===== src/hw/drq_pkg.sv =====
package drq_pkg;

  // --------
  // packet field bit positions
  // --------
  localparam int PKT_W       = 24;
  localparam int HALF_W      = 12;
  localparam int TYPE_HI     = 23;  // packet_type_code occupies 23:20
  localparam int TYPE_LO     = 20;
  // activate_pkt (01xx)
  localparam int ACT_DLY_BIT = 14;
  localparam int ACT_BANK_LO = 11;
  localparam int ACT_ROW_LO  = 0;
  // read/write column packet (0001)
  localparam int COL_DLY_BIT = 19;
  localparam int COL_RW_BIT  = 18;
  localparam int COL_BANK_LO = 15;
  localparam int COL_ADDR_LO = 9;
  localparam int COL_SUB_LO  = 5;
  // masked_store_pkt (1xxx)
  localparam int MSK_MASK_LO = 15;
  localparam int MSK_DLY_BIT = 14;
  localparam int MSK_BANK_LO = 11;
  localparam int MSK_ADDR_LO = 5;
  localparam int MSK_SUB_LO  = 1;
  // precharge_refresh_pkt (0011)
  localparam int PRE_SUB_LO  = 17;
  localparam int PRE_BANK_LO = 14;
  localparam int REF_SUB_LO  = 11;
  localparam int REF_ARG_LO  = 3;
  // extended_cmd_pkt (0010)
  localparam int EXT_SUB_LO  = 16;

  // --------
  // encodings
  // --------
  localparam logic [3:0] TYPE_IDLE   = 4'h0;
  localparam logic [3:0] TYPE_COLUMN = 4'h1;
  localparam logic [3:0] TYPE_EXT    = 4'h2;
  localparam logic [3:0] TYPE_PREREF = 4'h3;
  localparam logic [2:0] REF_IDLE    = 3'h0;
  localparam logic [2:0] REF_PRE     = 3'h1;
  localparam logic [2:0] REF_ACT     = 3'h2;
  localparam logic [2:0] REF_STEP    = 3'h3;
  localparam logic [2:0] REF_LOW     = 3'h4;
  localparam logic [2:0] REF_MID     = 3'h5;
  localparam logic [2:0] REF_HIGH    = 3'h6;
  localparam logic [3:0] EXT_CAL_I   = 4'h8;
  localparam logic [3:0] EXT_CAL_Z   = 4'h9;
  localparam logic [3:0] EXT_CAL_END = 4'hA;
  localparam logic [3:0] EXT_PDN     = 4'hC;

  // --------
  // register map (byte addresses) and reset values
  // --------
  localparam logic [7:0]  OFS_CONTROL   = 8'h00;
  localparam logic [7:0]  OFS_STATUS    = 8'h04;
  localparam logic [7:0]  OFS_LAST_PKT  = 8'h08;
  localparam logic [7:0]  OFS_PKT_COUNT = 8'h0C;
  localparam logic        RST_ENABLE    = 1'b1;
  localparam int          STAT_PEND_BIT = 16;
  localparam logic [1:0]  RESP_OKAY     = 2'h0;
  localparam logic [1:0]  RESP_SLVERR   = 2'h2;

endpackage


===== src/hw/dram_request_packet_decoder.sv =====
// How it works
// RULE_01: two 12-bit halves on successive link clock edges form one 24-bit packet.
// RULE_02: packet type code picks idle, column, extended, precharge/refresh, activate, masked.
// RULE_03: activate opens an 11-bit row in the bank named by 3-bit field.
// RULE_04: activate is postponed zero or one cycle by its delay bit.
// RULE_05: read_write_select 0 means column read, 1 means unmasked column write.
// RULE_06: column read or write is postponed zero or one cycle by column delay.
// RULE_07: column packets carry 3-bit bank, 6-bit column (bits 9..4), 4-bit sub-column; here the column is bits 14..9 (masked store 10..5).
// RULE_08: column read issues bank and column to core after the delay.
// RULE_09: masked store passes the 8-bit byte mask with its column write.
// RULE_10: precharge/refresh packet yields two independent commands, precharge and refresh.
// RULE_11: precharge sub-op precharges 3-bit bank after zero to three cycles.
// RULE_12: precharge sub-op 000 idle, 001-011 reserved, 1xx delay by low bits.
// RULE_13: refresh sub-op 000 does nothing.
// RULE_14: refresh sub-op 001 precharges bank from refresh argument bits 2..0.
// RULE_15: refresh sub-op 010 opens the stored 12-bit refresh row in that bank.
// RULE_16: refresh sub-op 011 opens likewise, then increments the refresh row.
// RULE_17: refresh commands wait 2*arg[7]+arg[6] cycles.
// RULE_18: refresh sub-op 100 loads argument into refresh row bits 7..0.
// RULE_19: refresh sub-op 101 loads argument bits 3..0 into row bits 11..8.
// RULE_20: refresh sub-op 110 has no effect; 111 is reserved.
// RULE_21: refresh row storage holds only 12 bits; the rest read as zero.
// RULE_22: extended packet carries a 4-bit sub-code for calibration and power-down.
// RULE_23: sub-codes 1000,1001,1010,1100 map to calibrations and power-down; others reserved.
// RULE_24: reserved encodings act as idle, touching no bank or register.
//
// Chosen here: the placing of the registers and register access over AXI4-Lite.
`timescale 1ns/1ps
`default_nettype none

module dram_request_packet_decoder
  import drq_pkg::*;
(
  // clock and reset
  input  wire logic        aclk,
  input  wire logic        aresetn,
  // request link from the memory controller
  input  wire logic        master_clock_pair,
  input  wire logic [11:0] request_bus,
  // row commands to the core
  output logic             row_open,
  output logic [2:0]       row_open_unit_sel,
  output logic [10:0]      row_open_row,
  output logic             precharge,
  output logic [2:0]       precharge_bank_out,
  // refresh commands to the core
  output logic             refresh_precharge,
  output logic             refresh_activate,
  output logic             refresh_activate_step,
  output logic [2:0]       refresh_bank,
  output logic [11:0]      refresh_row,
  // column commands to the core
  output logic             column_read,
  output logic             column_write,
  output logic             masked_store,
  output logic [2:0]       column_bank,
  output logic [5:0]       column_addr,
  output logic [3:0]       sub_column,
  output logic [7:0]       store_mask,
  // extended commands
  output logic             current_cal,
  output logic             impedance_cal,
  output logic             end_current_cal,
  output logic             power_down_cmd,
  // axi4-lite write channels
  input  wire logic [7:0]  s_axi_awaddr,
  input  wire logic        s_axi_awvalid,
  output logic             s_axi_awready,
  input  wire logic [31:0] s_axi_wdata,
  input  wire logic [3:0]  s_axi_wstrb,
  input  wire logic        s_axi_wvalid,
  output logic             s_axi_wready,
  output logic [1:0]       s_axi_bresp,
  output logic             s_axi_bvalid,
  input  wire logic        s_axi_bready,
  // axi4-lite read channels
  input  wire logic [7:0]  s_axi_araddr,
  input  wire logic        s_axi_arvalid,
  output logic             s_axi_arready,
  output logic [31:0]      s_axi_rdata,
  output logic [1:0]       s_axi_rresp,
  output logic             s_axi_rvalid,
  input  wire logic        s_axi_rready
);

  // --------
  // state
  // --------
  // one delay slot each for activate, column, precharge and refresh; cnt counts remaining packet boundaries
  typedef struct packed {
    logic       pend;
    logic [1:0] cnt;
  } slot_s;

  typedef struct packed {
    // link sampling
    logic        clk_s1;
    logic        clk_s2;
    logic        clk_prev;
    logic [11:0] rq_s1;
    logic [11:0] rq_s2;
    logic [11:0] half_hi;
    logic        have_hi;
    // delayed commands
    slot_s       act;
    logic [2:0]  act_bank;
    logic [10:0] act_row;
    slot_s       col;
    logic [1:0]  col_kind;        // 0 read, 1 write, 2 masked
    logic [2:0]  col_bank;
    logic [5:0]  col_addr;
    logic [3:0]  col_sub;
    logic [7:0]  col_mask;
    slot_s       pre;
    logic [2:0]  pre_bank;
    slot_s       rfs;
    logic [2:0]  rfs_sub;
    logic [2:0]  rfs_bank;
    // refresh row storage
    logic [7:0]  refresh_row_low_reg;
    logic [3:0]  refresh_row_mid_reg;
    // visible status
    logic        enable;
    logic [23:0] last_pkt;
    logic [15:0] pkt_count;
    // command outputs
    logic        o_act;
    logic [2:0]  o_act_bank;
    logic [10:0] o_act_row;
    logic        o_pre;
    logic [2:0]  o_pre_bank;
    logic        o_rpre;
    logic        o_ract;
    logic        o_rstep;
    logic [2:0]  o_rbank;
    logic [11:0] o_rrow;
    logic        o_rd;
    logic        o_wr;
    logic        o_wrm;
    logic [2:0]  o_cbank;
    logic [5:0]  o_caddr;
    logic [3:0]  o_csub;
    logic [7:0]  o_cmask;
    logic        o_cal_i;
    logic        o_cal_z;
    logic        o_cal_e;
    logic        o_pdn;
    // bus slave
    logic        aw_got;
    logic [7:0]  aw_addr;
    logic        w_got;
    logic [31:0] w_data;
    logic [3:0]  w_strb;
    logic        awready;
    logic        wready;
    logic        bvalid;
    logic [1:0]  bresp;
    logic        arready;
    logic        rvalid;
    logic [31:0] rdata;
    logic [1:0]  rresp;
  } state_s;

  state_s r;
  state_s n;

  // advance a pending slot at a packet boundary; returns the fire flag
  function automatic logic slot_due(input slot_s s);
    slot_due = s.pend && (s.cnt == 2'h1);
  endfunction

  function automatic slot_s slot_tick(input slot_s s);
    slot_s t;
    t = s;
    if (s.pend)
    begin
      t.cnt  = s.cnt - 2'h1;
      t.pend = (s.cnt != 2'h1);
    end
    slot_tick = t;
  endfunction

  // --------
  // next-state logic
  // --------
  logic [23:0] pkt;
  logic        boundary;
  logic [3:0]  ptype;
  logic [2:0]  psub;
  logic [2:0]  rsub;
  logic [7:0]  rarg;
  logic [1:0]  rdly;
  logic [11:0] row_now;
  logic        aw_fire;
  logic        w_fire;
  logic        ar_fire;

  // one process: every flop lives in the struct
  always_comb
  begin
    n = r;
    // command outputs are one-cycle pulses by default
    n.o_act   = 1'b0;
    n.o_pre   = 1'b0;
    n.o_rpre  = 1'b0;
    n.o_ract  = 1'b0;
    n.o_rstep = 1'b0;
    n.o_rd    = 1'b0;
    n.o_wr    = 1'b0;
    n.o_wrm   = 1'b0;
    n.o_cal_i = 1'b0;
    n.o_cal_z = 1'b0;
    n.o_cal_e = 1'b0;
    n.o_pdn   = 1'b0;

    // two-flop synchronisers
    n.clk_s1   = master_clock_pair;
    n.clk_s2   = r.clk_s1;
    n.clk_prev = r.clk_s2;
    n.rq_s1    = request_bus;
    n.rq_s2    = r.rq_s1;

    // rise takes first half, fall closes the packet
    boundary = 1'b0;
    pkt      = {r.half_hi, r.rq_s2};
    if (r.clk_s2 && !r.clk_prev)
    begin
      n.half_hi = r.rq_s2;                                         // RULE_01
      n.have_hi = 1'b1;
    end
    else if (!r.clk_s2 && r.clk_prev && r.have_hi)
    begin
      boundary  = 1'b1;                                            // RULE_01
      n.have_hi = 1'b0;
    end

    ptype   = pkt[TYPE_HI:TYPE_LO];
    psub    = pkt[PRE_SUB_LO+2:PRE_SUB_LO];
    rsub    = pkt[REF_SUB_LO+2:REF_SUB_LO];
    rarg    = pkt[REF_ARG_LO+7:REF_ARG_LO];
    rdly    = rarg[7:6];                                            // RULE_17
    row_now = {r.refresh_row_mid_reg, r.refresh_row_low_reg};

    // delayed commands fire at the boundary ending their wait
    if (boundary)
    begin
      n.act = slot_tick(r.act);
      n.col = slot_tick(r.col);
      n.pre = slot_tick(r.pre);
      n.rfs = slot_tick(r.rfs);
      if (slot_due(r.act))
      begin
        n.o_act      = 1'b1;                                       // RULE_04
        n.o_act_bank = r.act_bank;
        n.o_act_row  = r.act_row;
      end
      if (slot_due(r.col))
      begin
        n.o_rd    = (r.col_kind == 2'h0);                          // RULE_08
        n.o_wr    = (r.col_kind == 2'h1);
        n.o_wrm   = (r.col_kind == 2'h2);
        n.o_cbank = r.col_bank;
        n.o_caddr = r.col_addr;
        n.o_csub  = r.col_sub;
        n.o_cmask = r.col_mask;
      end
      if (slot_due(r.pre))
      begin
        n.o_pre      = 1'b1;                                       // RULE_11
        n.o_pre_bank = r.pre_bank;
      end
      if (slot_due(r.rfs))
      begin
        n.o_rpre  = (r.rfs_sub == REF_PRE);                        // RULE_14
        n.o_ract  = (r.rfs_sub == REF_ACT);                        // RULE_15
        n.o_rstep = (r.rfs_sub == REF_STEP);                       // RULE_16
        n.o_rbank = r.rfs_bank;
        n.o_rrow  = row_now;
        if (r.rfs_sub == REF_STEP)
        begin
          {n.refresh_row_mid_reg, n.refresh_row_low_reg} = row_now + 12'h001;  // RULE_16
        end
      end
    end

    // decode a freshly closed packet; software can mute the decoder
    if (boundary && r.enable)
    begin
      n.last_pkt  = pkt;
      n.pkt_count = r.pkt_count + 16'h0001;
      if (ptype[3])
      begin
        // masked store: bank, column, sub-column, byte mask
        n.col.pend = pkt[MSK_DLY_BIT];                             // RULE_06
        n.col.cnt  = {1'b0, pkt[MSK_DLY_BIT]};
        n.col_kind = 2'h2;
        n.col_bank = pkt[MSK_BANK_LO+2:MSK_BANK_LO];               // RULE_07
        n.col_addr = pkt[MSK_ADDR_LO+5:MSK_ADDR_LO];
        n.col_sub  = pkt[MSK_SUB_LO+3:MSK_SUB_LO];
        n.col_mask = pkt[MSK_MASK_LO+7:MSK_MASK_LO];               // RULE_09
        if (!pkt[MSK_DLY_BIT])
        begin
          n.o_wrm   = 1'b1;                                        // RULE_09
          n.o_rd    = 1'b0;
          n.o_wr    = 1'b0;
          n.o_cbank = pkt[MSK_BANK_LO+2:MSK_BANK_LO];
          n.o_caddr = pkt[MSK_ADDR_LO+5:MSK_ADDR_LO];
          n.o_csub  = pkt[MSK_SUB_LO+3:MSK_SUB_LO];
          n.o_cmask = pkt[MSK_MASK_LO+7:MSK_MASK_LO];
        end
      end
      else if (ptype[2])
      begin
        // activate: 3-bit bank, 11-bit row
        n.act.pend = pkt[ACT_DLY_BIT];                             // RULE_04
        n.act.cnt  = {1'b0, pkt[ACT_DLY_BIT]};
        n.act_bank = pkt[ACT_BANK_LO+2:ACT_BANK_LO];               // RULE_03
        n.act_row  = pkt[ACT_ROW_LO+10:ACT_ROW_LO];
        if (!pkt[ACT_DLY_BIT])
        begin
          n.o_act      = 1'b1;                                     // RULE_03
          n.o_act_bank = pkt[ACT_BANK_LO+2:ACT_BANK_LO];
          n.o_act_row  = pkt[ACT_ROW_LO+10:ACT_ROW_LO];
        end
      end
      else
      begin
        case (ptype)                                               // RULE_02
          TYPE_COLUMN:
          begin
            n.col.pend = pkt[COL_DLY_BIT];                         // RULE_06
            n.col.cnt  = {1'b0, pkt[COL_DLY_BIT]};
            n.col_kind = {1'b0, pkt[COL_RW_BIT]};                  // RULE_05
            n.col_bank = pkt[COL_BANK_LO+2:COL_BANK_LO];           // RULE_07
            n.col_addr = pkt[COL_ADDR_LO+5:COL_ADDR_LO];
            n.col_sub  = pkt[COL_SUB_LO+3:COL_SUB_LO];
            n.col_mask = 8'hFF;
            if (!pkt[COL_DLY_BIT])
            begin
              n.o_rd    = !pkt[COL_RW_BIT];                        // RULE_05
              n.o_wr    = pkt[COL_RW_BIT];
              n.o_wrm   = 1'b0;
              n.o_cbank = pkt[COL_BANK_LO+2:COL_BANK_LO];
              n.o_caddr = pkt[COL_ADDR_LO+5:COL_ADDR_LO];
              n.o_csub  = pkt[COL_SUB_LO+3:COL_SUB_LO];
              n.o_cmask = 8'hFF;
            end
          end
          TYPE_EXT:
          begin
            // other sub-codes fall through as idle
            case (pkt[EXT_SUB_LO+3:EXT_SUB_LO])                    // RULE_22
              EXT_CAL_I:   n.o_cal_i = 1'b1;                       // RULE_23
              EXT_CAL_Z:   n.o_cal_z = 1'b1;                       // RULE_23
              EXT_CAL_END: n.o_cal_e = 1'b1;                       // RULE_23
              EXT_PDN:     n.o_pdn   = 1'b1;                       // RULE_23
              default:     n.o_pdn   = 1'b0;                       // RULE_24
            endcase
          end
          TYPE_PREREF:
          begin
            // precharge half: only 1xx acts, 000 idle, 001..011 ignored
            if (psub[2])                                           // RULE_12
            begin
              n.pre.pend = (psub[1:0] != 2'h0);                    // RULE_10
              n.pre.cnt  = psub[1:0];                              // RULE_11
              n.pre_bank = pkt[PRE_BANK_LO+2:PRE_BANK_LO];
              if (psub[1:0] == 2'h0)
              begin
                n.o_pre      = 1'b1;
                n.o_pre_bank = pkt[PRE_BANK_LO+2:PRE_BANK_LO];
              end
            end
            // refresh half, independent of the precharge half
            case (rsub)                                            // RULE_10
              REF_PRE, REF_ACT, REF_STEP:
              begin
                n.rfs.pend = (rdly != 2'h0);                       // RULE_17
                n.rfs.cnt  = rdly;
                n.rfs_sub  = rsub;
                n.rfs_bank = rarg[2:0];                            // RULE_14
                if (rdly == 2'h0)
                begin
                  n.o_rpre  = (rsub == REF_PRE);                   // RULE_14
                  n.o_ract  = (rsub == REF_ACT);                   // RULE_15
                  n.o_rstep = (rsub == REF_STEP);                  // RULE_16
                  n.o_rbank = rarg[2:0];
                  n.o_rrow  = row_now;
                  if (rsub == REF_STEP)
                  begin
                    {n.refresh_row_mid_reg, n.refresh_row_low_reg} = row_now + 12'h001;  // RULE_16
                  end
                end
              end
              REF_LOW:  n.refresh_row_low_reg = rarg;               // RULE_18
              REF_MID:  n.refresh_row_mid_reg = rarg[3:0];          // RULE_19
              REF_IDLE: n.rfs_sub = r.rfs_sub;                      // RULE_13
              default:  n.rfs_sub = r.rfs_sub;                      // RULE_20
            endcase
          end
          default:  n.enable = r.enable;                           // RULE_02
        endcase
      end
    end

    // --------
    // axi4-lite slave: address and data taken in either order
    // --------
    aw_fire = s_axi_awvalid && r.awready;
    w_fire  = s_axi_wvalid && r.wready;
    if (aw_fire)
    begin
      n.aw_got  = 1'b1;
      n.aw_addr = s_axi_awaddr;
    end
    if (w_fire)
    begin
      n.w_got  = 1'b1;
      n.w_data = s_axi_wdata;
      n.w_strb = s_axi_wstrb;
    end
    if (r.bvalid && s_axi_bready)
    begin
      n.bvalid = 1'b0;
    end
    // commit once both halves held, no response outstanding
    if (r.aw_got && r.w_got && !r.bvalid)
    begin
      n.aw_got = 1'b0;
      n.w_got  = 1'b0;
      n.bvalid = 1'b1;
      n.bresp  = RESP_OKAY;
      case (r.aw_addr & 8'hFC)
        OFS_CONTROL:
        begin
          if (r.w_strb[0])
          begin
            n.enable = r.w_data[0];
          end
        end
        OFS_STATUS, OFS_LAST_PKT, OFS_PKT_COUNT: n.bresp = RESP_OKAY;
        default: n.bresp = RESP_SLVERR;
      endcase
    end
    n.awready = !n.aw_got && !n.bvalid;
    n.wready  = !n.w_got && !n.bvalid;

    // read path: one outstanding read, data registered with its valid
    ar_fire = s_axi_arvalid && r.arready;
    if (r.rvalid && s_axi_rready)
    begin
      n.rvalid = 1'b0;
    end
    if (ar_fire)
    begin
      n.rvalid = 1'b1;
      n.rresp  = RESP_OKAY;
      n.rdata  = 32'h0000_0000;
      case (s_axi_araddr & 8'hFC)
        OFS_CONTROL:   n.rdata[0] = r.enable;
        OFS_STATUS:
        begin
          n.rdata[11:0]          = row_now;                        // RULE_21
          n.rdata[STAT_PEND_BIT] = r.act.pend | r.col.pend | r.pre.pend | r.rfs.pend;
        end
        OFS_LAST_PKT:  n.rdata[23:0] = r.last_pkt;
        OFS_PKT_COUNT: n.rdata[15:0] = r.pkt_count;
        default:       n.rresp = RESP_SLVERR;
      endcase
    end
    n.arready = !n.rvalid;
  end

  // --------
  // state register
  // --------
  // synchronous reset to constants; the link resumes at the next rising edge
  always_ff @(posedge aclk)
  begin
    if (!aresetn)
    begin
      r        <= '0;
      r.enable <= RST_ENABLE;
    end
    else
    begin
      r <= n;
    end
  end

  // outputs straight from the state flops
  assign row_open              = r.o_act;
  assign row_open_unit_sel     = r.o_act_bank;
  assign row_open_row          = r.o_act_row;
  assign precharge             = r.o_pre;
  assign precharge_bank_out    = r.o_pre_bank;
  assign refresh_precharge     = r.o_rpre;
  assign refresh_activate      = r.o_ract;
  assign refresh_activate_step = r.o_rstep;
  assign refresh_bank          = r.o_rbank;
  assign refresh_row           = r.o_rrow;
  assign column_read           = r.o_rd;
  assign column_write          = r.o_wr;
  assign masked_store          = r.o_wrm;
  assign column_bank           = r.o_cbank;
  assign column_addr           = r.o_caddr;
  assign sub_column            = r.o_csub;
  assign store_mask            = r.o_cmask;
  assign current_cal           = r.o_cal_i;
  assign impedance_cal         = r.o_cal_z;
  assign end_current_cal       = r.o_cal_e;
  assign power_down_cmd        = r.o_pdn;
  assign s_axi_awready         = r.awready;
  assign s_axi_wready          = r.wready;
  assign s_axi_bvalid          = r.bvalid;
  assign s_axi_bresp           = r.bresp;
  assign s_axi_arready         = r.arready;
  assign s_axi_rvalid          = r.rvalid;
  assign s_axi_rdata           = r.rdata;
  assign s_axi_rresp           = r.rresp;

endmodule

`default_nettype wire


===== config.mk =====
export PLATFORM = sky130hd
export DESIGN_NAME = dram_request_packet_decoder
export DESIGN_NICKNAME = d
export VERILOG_FILES = /design/src/hw/drq_pkg.sv /design/src/hw/dram_request_packet_decoder.sv
export SDC_FILE = /design/constraint.sdc
export NUM_CORES = 1
export LEC_CHECK = 0
export BUFFER_PORTS_ARGS = -buffer_cell sky130_fd_sc_hd__buf_2
export CAP_MARGIN = 30
export CORE_MARGIN = 2
export CORE_UTILIZATION = 42
export CTS_CLUSTER_SIZE = 25
export DETAILED_ROUTE_END_ITERATION = 10
export PLACE_DENSITY = 0.59
export SLEW_MARGIN = 20
export SYNTH_ARGS = -nofsm -noshare
export SYNTH_HDL_FRONTEND = slang
export SYNTH_SLANG_ARGS = --single-unit

===== constraint.sdc =====
create_clock -name aclk -period 2.3 [get_ports aclk]
set_input_delay 0.69 -clock aclk [delete_from_list [all_inputs] [get_ports aclk]]
set_output_delay 0.69 -clock aclk [all_outputs]
set_load 0.05 [all_outputs]

==> impl_metrics.json <==
{
  "synth_edf_count": 0,
  "grt_start_max_net_pins": 90,
  "max-cap-violations": 0,
  "tightest_slew_ns": 0.859,
  "yosys_most_used_dff": "dfxtp_1",
  "antenna_cells": 0,
  "cp_max_fo": 9,
  "yosys.area_share.simple_pct": 21.0,
  "ctsHoldBuffers": 0,
  "end_kind": "register",
  "drive_above_1_share_pct": 19.0,
  "ant_nets": 0,
  "avgSynthCellArea_um2": 8.31,
  "ys_warn_count": 0,
  "cp_data_required_time_ns": 2.73,
  "core-area_um2": 27000,
  "dieArea_um2": 28800,
  "worstRegToRegCells": 6,
  "synth_cell_types": 67,
  "overflow": 0,
  "crit_arrival_ns": 2.52,
  "drc_errors": 0,
  "clock_latency_ns": 0.55,
  "synth_fa_ha_area_share_pct": 0.652,
  "portBuffers": 129,
  "synth_seq_area_share_pct": 44.7,
  "drv_slew": 0,
  "viasPerCell": 5.32,
  "clock.fmax_mhz": 479,
  "synth_top_area_share_pct": 44.7,
  "dieWidth_um": 170,
  "fin_setup_tns_ns": 0,
  "synthTopCellsByArea": "dfxtp_1 45%, nand2_1 7.4%, a21oi_1 6.2%, buf_4 5.9%, nor2_1 4.7%",
  "initialDrtViolationCount": 788,
  "gp_congestion": 0.836,
  "antenna_found_initial": 0,
  "rows": 60,
  "cts.htree.levels": 1,
  "ys_ff_latch": 257,
  "numCtsBuffers": 29,
  "num_vias": 9493,
  "dp_hpwl_um": 20100,
  "io_pins": 178,
  "routedWlPerCell_um": 16.8,
  "final.setup.worst_slack_ns": 0.213,
  "grt_setup_unrepaired": "no",
  "cellLeakagePower_nw": 5.13,
  "routed_wl_um": 30000,
  "start_util_pct": 42.7,
  "setup_viol": 0,
  "status": "completed",
  "synthTopCellsByCount": "257 x dfxtp_1, 226 x nand2_1, 145 x nor2_1",
  "synth_compound_area_share_pct": 17.1,
  "relSlewSlack_pct": 42.0,
  "cts_tree": "yes",
  "cts_root_buffer": "clkbuf_16",
  "areaGrowthSynthToFinish_pct": 13.1,
  "cp-start-kind": "register",
  "post-cts-setup-buffers": 0,
  "place_ws_ns": 0.117,
  "grt_pass1_wl_um": 47900,
  "clk_path_buf_depth": 3,
  "num-nets-final": 1499,
  "period_needed_ns": 2.09,
  "synth.mux.area_fraction_pct": 4.33,
  "worst_ir_drop_vdd_v": 0.000567,
  "synthCells": 1385,
  "async_flop_share_pct": 0,
  "synth_top_cell_by_area": "dfxtp_1",
  "hold_depth": 2,
  "finalHoldViolCount": 0,
  "synth_top_family_by_area": "simple AND/OR/NAND/NOR gates",
  "path_class": "register to register",
  "dr.pass1.iters": 5,
  "syn-cell-area_um2": 11500,
  "power.density_nw_per_um2": 747,
  "clock-sinks": 257,
  "grt_pass1_vias": 8856,
  "clock_skew_ns": 0.0150,
  "yosysMostFrequentCell": "dfxtp_1",
  "clkTransAtPathRegs_ns": 0.07,
  "die_h_um": 170,
  "synth-xor-area-share_pct": 2.05,
  "hold_class": "input pin to register",
  "grt.total_usage_pct": 20.5,
  "finalCritPeriodShare_pct": 90.7
}
## critical path, stage by stage, from the launching register on
cell	delay, ns
dfxtp_1	0.55
ha_1	0.31
and3_1	0.23
nand4_1	0.17
or2_2	0.32
a221oi_1	0.27
o21ai_1	0.11
## routing by layer
| metal | routed length (um) | part of all wire [%] | up-vias | global-route usage (%) |
|---|---|---|---|---|
| met5 | 0 | 0 | - | 0 |
| met3 | 1720 | 5.7 | 57 | 4.17 |
| met4 | 809 | 2.7 | 0 | 6.32 |
| met1 | 14400 | 48 | 4460 | 28.8 |
| met2 | 13100 | 44 | 264 | 31.5 |
| li1 | - | - | 4712 | - |
## final cells by class
cell class | instances | area (um2)
Clock inverter | 16 | 215
Tap cell | 341 | 427
Clock buffer | 38 | 779
Inverter | 16 | 65.1
Fill cell | 2657 | 13900
Multi-Input combinational cell | 926 | 5240
Sequential cell | 257 | 5140
Timing Repair Buffer | 191 | 1150
## cells in the final DEF, fill, tap and decap left out, types with 26 or more instances in the layout
master / netlist / final
a211oi_1: 26 / 26
a21oi_1: 143 / 143
a22oi_1: 49 / 49
and2_1: 30 / 30
buf_2: 28 / 129
buf_4: 91 / 59
clkbuf_16: 0 / 29
dfxtp_1: 257 / 257
mux2i_1: 34 / 34
nand2_1: 226 / 226
nand3_1: 29 / 29
nor2_1: 145 / 145
## per-stage QoR
step / total power [mW] / hold WS [ns] / instance area [um2] / std cells / utilization (%)
floorplan: 4.87 / 0.412 / 11500 / 1394 / -
global placement: 4.98 / 0.418 / 12000 / 1731 / 44.6
detailed placement: 4.98 / 0.418 / 12000 / 1731 / 44.6
CTS: 9.80 / 0.328 / 13000 / 1785 / 48.3
global route: 10.0 / 0.336 / 13000 / 1785 / 48.3
finish: 9.72 / 0.345 / 13000 / 1785 / 48.3
## cell families after synthesis
group | count (synthesis)
adder cells (fa/ha/maj) | 6
buffers and inverters | 211
other | 1
flip-flops | 257
multiplexers | 47
XOR/XNOR | 27
AND/OR/NAND/NOR | 527
AO/OA/AOI/OAI | 309
## final timing paths
kind	start	endpoint	slack, ns
min reg2reg	n[280]	pkt[4]	0.42
min	request_bus[10]	n[286]	0.34
max reg2reg	r[197]	r[195]	0.21
max	r[197]	r[195]	0.21
## registers in the layout, summed over array words and instances (netlist names), 3 cells and up
| register | cells |
|---|---|
| refresh_row | 12 |
| sub_column | 4 |
| r | 123 |
| column_bank | 3 |
| precharge_bank_out | 3 |
| row_open_unit_sel | 3 |
| pkt | 24 |
| n | 14 |
| row_open_row | 11 |
| s_axi_rdata | 24 |
| column_addr | 6 |
| refresh_bank | 3 |
| store_mask | 8 |
## power by group
part	switching, mW	leakage, nW	total (mW)	internal, mW
Clock	1.88	0.491	4.83	2.95
Combinational	0.242	2.56	0.339	0.0975
Sequential	0.0533	2.08	4.55	4.49
Total	2.18	5.13	9.72	7.54
## timing repair
action / CTS / global route
resized for setup: 0 / 1
setup endpoints to repair: 0 / 2
hold endpoints to repair: 0 / 0
Note: power is estimated with default switching activity, not from simulation.
